File: src/design/modem_cfg_pkg.sv
// constants shared by the modem format/sync register bank and its sync qualifier
// assumes an 8-bit register port with 6-bit addresses, one clock domain
package modem_cfg_pkg;
    localparam int ADDR_W = 6;
    localparam int DATA_W = 8;
    localparam logic [5:0] FMT_ADDR = 6'h12;
    localparam logic [5:0] SPC_ADDR = 6'h13;
    localparam logic [7:0] FMT_RESET = 8'h02;
    localparam logic [7:0] SPC_RESET = 8'h02;
    localparam logic [7:0] READ_ZERO = 8'h00;
    localparam int DCF_BIT = 7;
    localparam int MOD_HI = 6;
    localparam int MOD_LO = 4;
    localparam int MAN_BIT = 3;
    localparam int SQM_HI = 2;
    localparam int SQM_LO = 0;
    localparam int SPC_TOOL_BIT = 7;
    localparam int SPC_E_HI = 1;
    localparam int SPC_E_LO = 0;
    localparam logic [2:0] MOD_2FSK = 3'h0;
    localparam logic [2:0] MOD_GFSK = 3'h1;
    localparam logic [2:0] MOD_OOK = 3'h3;
    localparam logic [2:0] MOD_4FSK = 3'h4;
    // low two bits of the qualifier mode select the criterion, bit 2 adds carrier sense
    localparam logic [1:0] CRIT_NONE = 2'h0;
    localparam logic [1:0] CRIT_16_LOOSE = 2'h1;
    localparam logic [1:0] CRIT_16_STRICT = 2'h2;
    localparam logic [1:0] CRIT_32 = 2'h3;
    localparam int CS_BIT = 2;
    localparam logic [5:0] NEED_16_LOOSE = 6'h0F;
    localparam logic [5:0] NEED_16_STRICT = 6'h10;
    localparam logic [5:0] NEED_32 = 6'h1E;
    localparam int SYNC_W = 16;
    localparam int SHIFT_W = 32;
    localparam logic [8:0] SPC_HIDDEN_ONE = 9'h100;
    localparam int OFFSET_W = 20;
endpackage : modem_cfg_pkg

File: src/design/sync_qualifier.sv
// sync word search with match-count thresholds and optional carrier-sense gate
// assumes received bits arrive from the demodulator on the same clock
`timescale 1ns/1ps
module sync_qualifier (
    input wire logic clk,
    input wire logic rst,
    input wire logic [2:0] qual_mode,
    input wire logic rx_bit,
    input wire logic rx_bit_valid,
    input wire logic carrier_sense,
    input wire logic [modem_cfg_pkg::SYNC_W-1:0] sync_word,
    output logic sync_found_r,
    output logic search_active_r
);
    import modem_cfg_pkg::*;

    function automatic logic [5:0] ones32(input logic [31:0] v);
        logic [5:0] n;
        n = 6'h00;
        for (int i = 0; i < 32; i++) begin
            n = n + {5'h00, v[i]};
        end
        return n;
    endfunction : ones32

    logic [SHIFT_W-1:0] shift_r;
    logic [SHIFT_W-1:0] shift_nxt;
    logic sync_found_nxt;
    logic search_active_nxt;
    logic [5:0] ones16;
    logic [5:0] ones_all;
    logic crit_met;
    logic [1:0] crit;

    always_comb begin
        crit = qual_mode[1:0];
        shift_nxt = shift_r;
        if (rx_bit_valid) begin
            shift_nxt = {shift_r[SHIFT_W-2:0], rx_bit};
        end
        ones16 = ones32({16'h0000, ~(shift_nxt[SYNC_W-1:0] ^ sync_word)});
        // 32-bit criterion expects the 16-bit word twice
        ones_all = ones32(~(shift_nxt ^ {sync_word, sync_word}));
        case (crit)
            CRIT_16_LOOSE: crit_met = ones16 >= NEED_16_LOOSE;
            CRIT_16_STRICT: crit_met = ones16 >= NEED_16_STRICT;
            CRIT_32: crit_met = ones_all >= NEED_32;
            default: crit_met = 1'b0;
        endcase
        search_active_nxt = crit != CRIT_NONE;
        sync_found_nxt = rx_bit_valid && crit_met && (!qual_mode[CS_BIT] || carrier_sense);
    end

    always_ff @(posedge clk or posedge rst) begin
        if (rst) begin
            shift_r <= '0;
            sync_found_r <= 1'b0;
            search_active_r <= 1'b0;
        end else begin
            shift_r <= shift_nxt;
            sync_found_r <= sync_found_nxt;
            search_active_r <= search_active_nxt;
        end
    end

    // ************************************************************
    // checks
    // ************************************************************
    no_sync_search_a: assert property (@(posedge clk) disable iff (rst)
        ($past(qual_mode[1:0]) == CRIT_NONE) |-> !sync_found_r && !search_active_r)
        else $error("sync search ran in a no-sync mode");
    loose16_match_a: assert property (@(posedge clk) disable iff (rst)
        (sync_found_r && $past(qual_mode[1:0]) == CRIT_16_LOOSE) |-> $past(ones16) >= NEED_16_LOOSE)
        else $error("15 of 16 criterion violated");
    strict16_match_a: assert property (@(posedge clk) disable iff (rst)
        (sync_found_r && $past(qual_mode[1:0]) == CRIT_16_STRICT) |-> $past(ones16) == NEED_16_STRICT)
        else $error("16 of 16 criterion violated");
    wide32_match_a: assert property (@(posedge clk) disable iff (rst)
        (sync_found_r && $past(qual_mode[1:0]) == CRIT_32) |-> $past(ones_all) >= NEED_32)
        else $error("30 of 32 criterion violated");
    cs_gate_a: assert property (@(posedge clk) disable iff (rst)
        (sync_found_r && $past(qual_mode[CS_BIT])) |-> $past(carrier_sense))
        else $error("sync accepted without carrier sense");
    loose_hit_c: cover property (@(posedge clk) disable iff (rst)
        sync_found_r && $past(qual_mode) == 3'h1 && $past(ones16) == 6'h0F);
    wide_hit_c: cover property (@(posedge clk) disable iff (rst)
        sync_found_r && $past(qual_mode) == 3'h7);
endmodule : sync_qualifier

File: src/design/modem_format_sync_config.sv
// modem format/sync and channel spacing exponent registers with their consumers' decode
// assumes the serial port decoder presents single-cycle 8-bit reads and writes on clk
`timescale 1ns/1ps
module modem_format_sync_config (
    input wire logic clk,
    input wire logic rst,
    input wire logic wr_en,
    input wire logic rd_en,
    input wire logic [modem_cfg_pkg::ADDR_W-1:0] addr,
    input wire logic [modem_cfg_pkg::DATA_W-1:0] wdata,
    output logic [modem_cfg_pkg::DATA_W-1:0] rdata_r,
    output logic rd_valid_r,
    output logic dc_block_bypass_r,
    output logic [2:0] modulation_select_r,
    output logic manchester_enable_r,
    output logic [2:0] sync_qual_mode_r,
    output logic [1:0] channel_spacing_exponent_r,
    output logic spacing_tool_bit_r,
    input wire logic [7:0] channel_spacing_mantissa,
    input wire logic [7:0] channel_number,
    output logic [modem_cfg_pkg::OFFSET_W-1:0] channel_offset_r,
    input wire logic rx_bit,
    input wire logic rx_bit_valid,
    input wire logic carrier_sense,
    input wire logic [modem_cfg_pkg::SYNC_W-1:0] sync_word,
    output logic sync_found_r,
    output logic search_active_r
);
    import modem_cfg_pkg::*;

    // ************************************************************
    // register file
    // ************************************************************
    logic [7:0] fmt_r;
    logic [7:0] fmt_nxt;
    logic [7:0] spc_r;
    logic [7:0] spc_nxt;
    logic [7:0] rdata_nxt;
    logic rd_valid_nxt;
    logic [OFFSET_W-1:0] offset_nxt;
    logic [11:0] spacing_step;

    always_comb begin
        fmt_nxt = fmt_r;
        spc_nxt = spc_r;
        if (wr_en && addr == FMT_ADDR) begin
            fmt_nxt = wdata;
        end
        if (wr_en && addr == SPC_ADDR) begin
            spc_nxt = READ_ZERO;
            spc_nxt[SPC_TOOL_BIT] = wdata[SPC_TOOL_BIT];
            spc_nxt[SPC_E_HI:SPC_E_LO] = wdata[SPC_E_HI:SPC_E_LO];
        end
        rd_valid_nxt = rd_en;
        rdata_nxt = READ_ZERO;
        if (rd_en) begin
            case (addr)
                FMT_ADDR: rdata_nxt = fmt_r;
                SPC_ADDR: rdata_nxt = spc_r;
                default: rdata_nxt = READ_ZERO;
            endcase
        end
        // spacing in fref/2^18 units, then scaled by channel number
        spacing_step = 12'({3'h0, SPC_HIDDEN_ONE | {1'b0, channel_spacing_mantissa}}
            << spc_r[SPC_E_HI:SPC_E_LO]);
        // widen both factors first so the product is never cut to 12 bits
        offset_nxt = OFFSET_W'(spacing_step) * OFFSET_W'(channel_number);
    end

    always_ff @(posedge clk or posedge rst) begin
        if (rst) begin
            fmt_r <= FMT_RESET;
            spc_r <= SPC_RESET;
            rdata_r <= READ_ZERO;
            rd_valid_r <= 1'b0;
            channel_offset_r <= '0;
        end else begin
            fmt_r <= fmt_nxt;
            spc_r <= spc_nxt;
            rdata_r <= rdata_nxt;
            rd_valid_r <= rd_valid_nxt;
            channel_offset_r <= offset_nxt;
        end
    end

    // ************************************************************
    // decoded fields
    // ************************************************************
    always_comb begin
        dc_block_bypass_r = fmt_r[DCF_BIT];
        modulation_select_r = fmt_r[MOD_HI:MOD_LO];
        manchester_enable_r = fmt_r[MAN_BIT];
        sync_qual_mode_r = fmt_r[SQM_HI:SQM_LO];
        channel_spacing_exponent_r = spc_r[SPC_E_HI:SPC_E_LO];
        spacing_tool_bit_r = spc_r[SPC_TOOL_BIT];
    end

    sync_qualifier u_sync (
        .clk(clk),
        .rst(rst),
        .qual_mode(fmt_r[SQM_HI:SQM_LO]),
        .rx_bit(rx_bit),
        .rx_bit_valid(rx_bit_valid),
        .carrier_sense(carrier_sense),
        .sync_word(sync_word),
        .sync_found_r(sync_found_r),
        .search_active_r(search_active_r)
    );

    // ************************************************************
    // checks
    // ************************************************************
    dc_bypass_write_a: assert property (@(posedge clk) disable iff (rst)
        (wr_en && addr == FMT_ADDR) |=> dc_block_bypass_r == $past(wdata[DCF_BIT]))
        else $error("dc bypass bit not written");
    mod_select_write_a: assert property (@(posedge clk) disable iff (rst)
        (wr_en && addr == FMT_ADDR) |=> modulation_select_r == $past(wdata[MOD_HI:MOD_LO]))
        else $error("modulation field not written");
    manchester_hold_a: assert property (@(posedge clk) disable iff (rst)
        !(wr_en && addr == FMT_ADDR) |=> manchester_enable_r == $past(manchester_enable_r))
        else $error("manchester bit changed without a write");
    spacing_read_a: assert property (@(posedge clk) disable iff (rst)
        (rd_en && addr == SPC_ADDR) |=> rd_valid_r && rdata_r[SPC_TOOL_BIT-1:SPC_E_HI+1] == 5'h00
            && rdata_r[SPC_E_HI:SPC_E_LO] == $past(channel_spacing_exponent_r))
        else $error("spacing register readback wrong");
    chan_offset_a: assert property (@(posedge clk) disable iff (rst)
        1'b1 |=> channel_offset_r == OFFSET_W'((($past(channel_spacing_mantissa) + 20'h100)
            << $past(channel_spacing_exponent_r)) * $past(channel_number)))
        else $error("channel offset mismatch");
    fmt_read_c: cover property (@(posedge clk) disable iff (rst) rd_en && addr == FMT_ADDR);
    fourfsk_c: cover property (@(posedge clk) disable iff (rst) modulation_select_r == MOD_4FSK);
endmodule : modem_format_sync_config

File: config.mk
export PLATFORM = sky130hd
export DESIGN_NAME = modem_format_sync_config
export DESIGN_NICKNAME = d
export VERILOG_FILES = /design/src/design/modem_cfg_pkg.sv /design/src/design/sync_qualifier.sv /design/src/design/modem_format_sync_config.sv
export SDC_FILE = /design/constraint.sdc
export NUM_CORES = 1
export LEC_CHECK = 0
export BUFFER_PORTS_ARGS = -buffer_cell sky130_fd_sc_hd__buf_2
export CAP_MARGIN = 0
export CORE_MARGIN = 1
export CORE_UTILIZATION = 44
export DETAILED_ROUTE_END_ITERATION = 7
export HOLD_SLACK_MARGIN = 0.12
export PLACE_DENSITY_LB_ADDON = 0.25
export SLEW_MARGIN = 30
export SYNTH_ARGS = -nofsm -noshare
export SYNTH_HDL_FRONTEND = slang
export SYNTH_HIERARCHICAL = 1
export SYNTH_SLANG_ARGS = --single-unit
export TNS_END_PERCENT = 50
File: constraint.sdc
create_clock -name clk -period 7.29 [get_ports clk]
set_input_delay 1.0935 -clock clk [delete_from_list [all_inputs] [get_ports clk]]
set_output_delay 1.0935 -clock clk [all_outputs]
set_load 0.005 [all_outputs]
Word level (Yosys, flattened, before mapping)

Index checks and enable logic that the tools add are counted.

Register bits: 74
Output and inout bits: 42
Logic and storage cells: 79

$add $sub $neg: 46
Multiply operators: 1
Magnitude comparators: 3
Eq/ne operators: 5
Shifts and indexed selects: 1
Multiplexer cells: 4
Bitwise gates (word level): 4
Reductions and logical operators: 7

Operator list:

| operator           | count |
|---|---|
| $add 6x1->6        | 44 |
| $mux 32            | 1 |
| $not 32->32        | 1 |
| $xor 32x32->32     | 1 |
| $mul 12x8->20      | 1 |
| $not 16->16        | 1 |
| $pmux 8 s2         | 1 |
| $xor 16x16->16     | 1 |
| $eq 6x5->1 const B | 2 |
| $ge 6x5->1 const B | 2 |
| $shl 9x2->12       | 1 |
| $mux 8             | 1 |
| $ge 6x4->1 const B | 1 |
| $add 1x1->2        | 2 |
| $eq 2x2->1 const B | 2 |
| $logic_and 1x1->1  | 4 |
| $pmux 1 s3         | 1 |
| $eq 2x1->1 const B | 1 |
| $reduce_bool 2->1  | 1 |
| $logic_not 1->1    | 1 |
| $logic_or 1x1->1   | 1 |

Longest topological paths before layout

Gate-level depths: netlist of the first run.

Depth after elaboration: 38
Mapped depth: 20
Depth with buffers taken out: 18

Hierarchy

The synthesis of the first run kept the hierarchy.

Modules (own cells, without submodules):

| module                   | instances | cells each | area each (um2) | seq. area each (um2) |
|---|---|---|---|---|
| modem_format_sync_config | 1         | 472        | 4,600.7         | 1,003.5 |
| sync_qualifier           | 1         | 207        | 2,601.2         | 850.8 |

Worst setup path before layout of the first run

OpenSTA, ideal clock, no wires.

Path type: in2reg
Start: input rx_bit_valid
End: register u_sync.sync_found_r
Arrival time: 6.303 ns
Data required time: 7.203 ns
Slack: 0.900 ns
Stages on the path: 20
Cells stage by stage: buf_2 buf_6 mux2_2 xnor2_1 fa_1 inv_1 fa_1 fa_1 fa_1 fa_1 fa_1 inv_1 ha_1 inv_1 fa_1 nand2b_1 a21oi_1 xor2_1 o211ai_1 a211oi_2

RTL lines:

| element                             | line                           | RTL |
|---|---|---|
| start: declaration                  | modem_format_sync_config.sv:23 | `input wire logic rx_bit_valid,` |
| $mux 32 (*)                         | sync_qualifier.sv:38           | `if (rx_bit_valid) begin` |
| via u_sync.shift_nxt[15]            | sync_qualifier.sv:27           | `logic [SHIFT_W-1:0] shift_nxt;` |
| $xor 32x32->32                      | sync_qualifier.sv:43           | `ones_all = ones32(~(shift_nxt ^ {sync_word, sync_word}));` |
| $not 32->32                         | sync_qualifier.sv:43           |  |
| $add 6x1->6 (17 in series)          | sync_qualifier.sv:21           | `n = n + {5'h00, v[i]};` |
| $ge 6x5->1                          | sync_qualifier.sv:47           | `CRIT_32: crit_met = ones_all >= NEED_32;` |
| $pmux 1 s3 (*)                      | sync_qualifier.sv:44           | `case (crit)` |
| $logic_and 1x1->1 (*) (2 in series) | sync_qualifier.sv:51           | `sync_found_nxt = rx_bit_valid && crit_met && (!qual_mode[CS_BIT] \|\| carrier_sense);` |
| via u_sync.sync_found_nxt           | sync_qualifier.sv:28           | `logic sync_found_nxt;` |
| end signal: assignment              | sync_qualifier.sv:61           | `sync_found_r <= sync_found_nxt;` |
| end: declaration                    | sync_qualifier.sv:12           | `output logic sync_found_r,` |

Mark *: on every way through the listed nets, which the timed path passes. The rest lies on a longest branch.
A chain may end at the register's enable or synchronous reset.

Worst setup path after layout of the first run

Start: input rx_bit_valid
End: register u_sync.sync_found_r

RTL lines:

| element                             | line |
|---|---|
| $mux 32 (*)                         | sync_qualifier.sv:38 |
| via u_sync.shift_nxt[9]             | sync_qualifier.sv:27 |
| $xor 32x32->32                      | sync_qualifier.sv:43 |
| $not 32->32                         | sync_qualifier.sv:43 |
| $add 6x1->6 (23 in series)          | sync_qualifier.sv:21 |
| $ge 6x5->1                          | sync_qualifier.sv:47 |
| $pmux 1 s3 (*)                      | sync_qualifier.sv:44 |
| $logic_and 1x1->1 (*) (2 in series) | sync_qualifier.sv:51 |
| via u_sync.sync_found_nxt           | sync_qualifier.sv:28 |

Marks and branches as above.

==> impl_metrics.env, run 1 <==
export IMPL_status="complete, no violations"
export IMPL_slew_violations=0
export IMPL_vias=4864
export IMPL_cp_max_fo=16
export IMPL_fin_setup_tns_ns=0
export IMPL_hold_buffers=0
export IMPL_die_h_um=130
export IMPL_route_detailed_drc=0
export IMPL_placed_cell_area_um2=7860
export IMPL_path_class="input port to flop"
export IMPL_cts_root_buf="clkbuf_16"
export IMPL_drive_gt1_share_pct=21.9
export IMPL_slew_headroom_pct=39.9
export IMPL_fin_util_pct=51.1
export IMPL_synth_area_um2=7200
export IMPL_grt_total_usage_pct=19.8
export IMPL_area_delta_synth_final_pct=13.2
export IMPL_maxCapViolCount=0
export IMPL_timing_rr_end="channel_offset_r[18]$_DFF_PP0_"
export IMPL_ant_nets=0
export IMPL_diodes=0
export IMPL_cts_setup_buffers=0
export IMPL_ios=95
export IMPL_fin_crit_ns=6.52
export IMPL_reg2reg_depth=17
export IMPL_path_clk_slew_ns=0.06
export IMPL_hp_class="flop to flop"
export IMPL_cp_arrival_ns=6.77
export IMPL_min_path_cells=1
export IMPL_r2r_slack_ns=1.54
export IMPL_hold_violations=0
export IMPL_worst_pin_slew_ns=0.901
export IMPL_grt_overflow=0
export IMPL_synth_edf_count=0
export IMPL_cts_resized=0
export IMPL_final_common_cell="inv_1"
export IMPL_clock_latency_ns=0.34
export IMPL_yosys_warnings=6
export IMPL_fin_crit_sh_pct=89.4
export IMPL_yosysUniqueCellTypes=51
export IMPL_syn_num_nets=874
export IMPL_first_pass_iters=4
export IMPL_start_kind="input port"
export IMPL_ys_async_sr_fraction_pct=100
export IMPL_cp_startpoint="rx_bit_valid"
export IMPL_cts_tree="yes"
export IMPL_synthCells=679
export IMPL_worstPathRequired_ns=7.54
export IMPL_synth_seq_area_share_pct=25.7
export IMPL_final_cell_mix="116 x inv_1, 94 x buf_2, 91 x fa_1"
export IMPL_core_um2=15900
export IMPL_h_tree_depth=3
export IMPL_fin_skew_ns=0.0133
export IMPL_grt_max_degree=41
export IMPL_antenna_found_initial=0
export IMPL_grt_pass1_wl_mm=25.5
export IMPL_timing_critical_path_to="u_sync/sync_found_r$_DFF_PP0_"
export IMPL_fmax_mhz=153
export IMPL_reg2reg_from="spc_r[1]$_DFFE_PP1P_"
export IMPL_drt_wl_total_mm=15.3
export IMPL_cts_made_buffers=9
export IMPL_grt_pass1_vias=5300
export IMPL_dominantRegCellSynth="dfrtp_1"
export IMPL_final_cell_area_um2=8150
export IMPL_start_util_pct=45.2
export IMPL_port_buffers=94
export IMPL_critPathCaptureType="flop"
export IMPL_ys_seq_elements=74
export IMPL_cts_sinks=74
export IMPL_fp_dieW_um=130
export IMPL_dpl_hpwl_mm=12.6
export IMPL_std_cell_rows=46
export IMPL_hold_ws_ns=0.501
export IMPL_setup_viol_count_final=0
export IMPL_rsz0062_at_grt="false"
export IMPL_fillers=1488
export IMPL_syn_avg_cell_area_um2=10.6
export IMPL_clockBufferDepth=2
export IMPL_drt_iter0_markers=156
export IMPL_nets=960
export IMPL_gp_congestion=0.864
export IMPL_drt_wirelength_per_cell_um=15.5
export IMPL_via_per_inst=4.94
export IMPL_die_area_um2=16900
-- per-stage QoR --
stage	worst slack, ns	std cells
floorplan	0.900	679
global placement	0.590	970
detailed placement	0.449	970
CTS	0.794	984
global route	0.510	984
finish	0.773	984
-- critical path: stages --
cell and delay (ns):
buf_2 0.23, buf_4 0.28, mux2_2 0.39, xor2_1 0.17
fa_1 0.57, fa_1 0.60, fa_1 0.45, fa_1 0.47
fa_1 0.51, fa_1 0.41, inv_1 0.07, ha_1 0.17
inv_1 0.07, fa_1 0.44, nand2b_1 0.15, a21oi_1 0.15
xor2_1 0.19, o211ai_1 0.13, a211oi_2 0.22
-- registers in the layout, indices dropped and copies added (netlist names) --
register and flops:
u_sync/sync_found_r 1, u_sync/shift_r 32, rdata_r 8, u_sync/search_active_r 1, rd_valid_r 1, spc_r 3, channel_offset_r 20, fmt_r 8
-- worst min-delay path by stage --
stage,startpoint,endpoint,slack [ns]
3_3_place_gp,fmt_r[3]$_DFFE_PP0P_,rdata_r[3]$_DFF_PP0_,0.49
3_5_place_dp,fmt_r[3]$_DFFE_PP0P_,rdata_r[3]$_DFF_PP0_,0.49
5_1_grt,fmt_r[3]$_DFFE_PP0P_,rdata_r[3]$_DFF_PP0_,0.52
2_1_floorplan,u_sync/shift_r[31]$_DFF_PP0_,u_sync/shift_r[31]$_DFF_PP0_,0.48
6_report,fmt_r[3]$_DFFE_PP0P_,rdata_r[3]$_DFF_PP0_,0.50
4_1_cts,fmt_r[3]$_DFFE_PP0P_,rdata_r[3]$_DFF_PP0_,0.50
-- metal layers --
| metal | share of wire (%) | track usage, % | wire length, um | up-vias |
|---|---|---|---|---|
| li1 | - | - | - | 2300 |
| met1 | 38 | 22.2 | 5830 | 2470 |
| met2 | 57 | 37.9 | 8730 | 74 |
| met3 | 3.0 | 3.12 | 458 | 20 |
| met4 | 1.7 | 7.18 | 267 | 0 |
| met5 | 0 | 0 | 0 | - |
-- cells in the mapped netlist, types with 4 or more instances --
| library cell | n | area [um2] |
|---|---|---|
| nand2b_1 | 5 | 31.3 |
| mux2i_1 | 16 | 160 |
| inv_1 | 117 | 439 |
| o211ai_1 | 4 | 30.0 |
| xnor2_1 | 17 | 149 |
| dfrtp_1 | 72 | 1800 |
| nand3_1 | 8 | 40.0 |
| o21ai_0 | 7 | 35.0 |
| and2_1 | 71 | 444 |
| a21oi_1 | 19 | 95.1 |
| nand2_1 | 37 | 139 |
| a21o_1 | 4 | 30.0 |
| clkbuf_1 | 14 | 52.6 |
| and3_1 | 7 | 43.8 |
| fa_1 | 91 | 1820 |
| nor2_1 | 14 | 52.6 |
| ha_1 | 51 | 638 |
| mux2_2 | 41 | 462 |
| xor2_1 | 34 | 298 |
| buf_2 | 5 | 25.0 |
-- area by class of cell --
| cell class | instances | area [um2] | area share [%] |
|---|---|---|---|
| multi-input cells | 465 | 4790 | 58.8 |
| clock buffers | 10 | 239 | 2.93 |
| well taps | 216 | 270 | 3.32 |
| repair buffers | 98 | 500 | 6.14 |
| inverters | 117 | 439 | 5.39 |
| flip-flops and latches | 74 | 1850 | 22.8 |
| clock inverters | 4 | 53.8 | 0.660 |
-- logic make-up after synthesis --
logic type / synth area share (%)
and+or+nand+nor: 12.2
adders and majority gates: 34.2
buffers and inverters: 7.70
DFF: 25.7
muxes: 8.63
AOI/OAI and AO/OA: 5.40
xor gates and xnor gates: 6.20
Power of run 1 is not shown: default switching activity piles up to over one toggle a cycle in this logic, so the estimate is an artifact.
==> run 2: changes to the inputs <==
- CORE_UTILIZATION: 44 -> 60
==> impl_metrics.env, run 2 (synthesis results as in run 1) <==
export IMPL_fin_skew_ns=0.0126
export IMPL_area_delta_synth_final_pct=12.2
export IMPL_cts_root_buf="clkbuf_16"
export IMPL_cts_resized=0
export IMPL_vias=5005
export IMPL_cp_max_fo=13
export IMPL_hold_start="fmt_r[6]$_DFFE_PP0P_"
export IMPL_drive_gt1_share_pct=22.2
export IMPL_ios=95
export IMPL_critPathCaptureType="flop"
export IMPL_slew_headroom_pct=44.9
export IMPL_setup_viol_count_final=0
export IMPL_route_detailed_drc=6
export IMPL_std_cell_rows=39
export IMPL_cts_made_buffers=9
export IMPL_ant_nets=0
export IMPL_clockBufferDepth=2
export IMPL_port_buffers=94
export IMPL_start_kind="input port"
export IMPL_min_path_cells=1
export IMPL_hold_buffers=0
export IMPL_grt_max_degree=37
export IMPL_maxCapViolCount=0
export IMPL_fmax_mhz=153
export IMPL_rsz0062_at_grt="false"
export IMPL_fillers=873
export IMPL_diodes=0
export IMPL_fin_crit_sh_pct=89.6
export IMPL_start_util_pct=62.3
export IMPL_largest_register="u_sync/shift_r"
export IMPL_fin_crit_ns=6.53
export IMPL_final_cell_mix="117 x inv_1, 94 x buf_2, 91 x fa_1"
export IMPL_gp_congestion=0.838
export IMPL_die_h_um=112
export IMPL_h_tree_depth=3
export IMPL_clock_latency_ns=0.33
export IMPL_grt_pass1_wl_mm=26.6
export IMPL_status="complete, but fails checks"
export IMPL_hold_end="rdata_r[6]$_DFF_PP0_"
export IMPL_drt_wirelength_per_cell_um=16.9
export IMPL_first_pass_iters=7
export IMPL_grt_overflow=0
export IMPL_grt_pass1_vias=5549
export IMPL_placed_cells=898
export IMPL_path_clk_slew_ns=0.07
export IMPL_grt_total_usage_pct=27.2
export IMPL_worstPathRequired_ns=7.53
export IMPL_drt_iter0_markers=244
export IMPL_final_common_cell="inv_1"
export IMPL_path_class="input port to flop"
export IMPL_slew_violations=0
export IMPL_r2r_slack_ns=1.58
export IMPL_antenna_found_initial=0
export IMPL_reg_largest_list="u_sync/shift_r: 32 flops, channel_offset_r: 20 flops"
export IMPL_die_area_um2=12400
export IMPL_hold_violations=0
export IMPL_reg2reg_from="spc_r[1]$_DFFE_PP1P_"
export IMPL_cts_setup_buffers=0
export IMPL_timing_rr_end="channel_offset_r[18]$_DFF_PP0_"
export IMPL_violations="design-rule violations"
export IMPL_cts_tree="yes"
export IMPL_cp_arrival_ns=6.77
export IMPL_via_per_inst=5.48
export IMPL_core_um2=11600
export IMPL_hp_class="flop to flop"
export IMPL_fp_dieW_um=112
export IMPL_cts_sinks=74
export IMPL_worst_pin_slew_ns=0.822
export IMPL_nets=961
export IMPL_fin_setup_tns_ns=0
export IMPL_final_cells=914
export IMPL_drt_wl_total_mm=15.5
export IMPL_largest_register_ffs=32
export IMPL_dpl_hpwl_mm=12.5
export IMPL_reg2reg_depth=17
==> run 2: cell types whose count changed in the layout (fill, tap and decap cells not counted) <==
cell      delta
clkinv_1     -1
inv_1        +1
buf_4        +1
clkbuf_8     -1
inv_8        +2
inv_6        +2
clkinv_4     -1
==> run 2: area by class of cell <==
class                   instances  area (um2)  area share, %
clock buffers                   9         225           2.79
repair buffers                 99         508           6.28
inverters                     117         439           5.43
multi-input cells             465        4790           59.3
clock inverters                 7        85.1           1.05
flip-flops and latches         74        1850           22.9
well taps                     143         179           2.21
==> run 2: metal layers <==
layer	vias to the layer above	part of all wire, %	GRT usage [%]
met2	95	56	50.3
met4	0	3.1	11.0
met5	-	0	0
met3	31	2.8	3.54
met1	2569	39	32.0
li1	2310	-	-
==> run 2: critical path, stage by stage <==
cell and delay (ns):
buf_2 0.26, buf_4 0.27, mux2_2 0.38, xor2_1 0.21, fa_1 0.50, fa_1 0.58
fa_1 0.45, fa_1 0.58, fa_1 0.43, fa_1 0.43, inv_1 0.07, ha_1 0.18
inv_1 0.07, fa_1 0.44, nand2b_1 0.16, a21oi_1 0.17, xor2_1 0.16, o211ai_1 0.11
a211oi_2 0.22
==> run 2: metrics by stage <==
stage	area (um2)	hold slack, ns	utilization [%]	worst slack [ns]
2_1_floorplan	7200	0.483	-	0.900
3_3_place_gp	7770	0.481	67.2	0.567
3_5_place_dp	7770	0.490	67.2	0.440
4_1_cts	8080	0.511	69.9	0.751
5_1_grt	8080	0.533	69.9	0.439
6_report	8080	0.510	69.9	0.759
==> run 2: worst max path at each step <==
stage                            start                            end  slack [ns]  cells after the start
after floorplan           rx_bit_valid  u_sync/sync_found_r$_DFF_PP0_        0.90                     20
after global placement    rx_bit_valid  u_sync/sync_found_r$_DFF_PP0_        0.57                     19
after detailed placement  rx_bit_valid  u_sync/sync_found_r$_DFF_PP0_        0.44                     19
after CTS                 rx_bit_valid  u_sync/sync_found_r$_DFF_PP0_        0.75                     19
after global routing      rx_bit_valid  u_sync/sync_found_r$_DFF_PP0_        0.44                     19
final                     rx_bit_valid  u_sync/sync_found_r$_DFF_PP0_        0.76                     19
Power of run 2 is left out for the same reason.
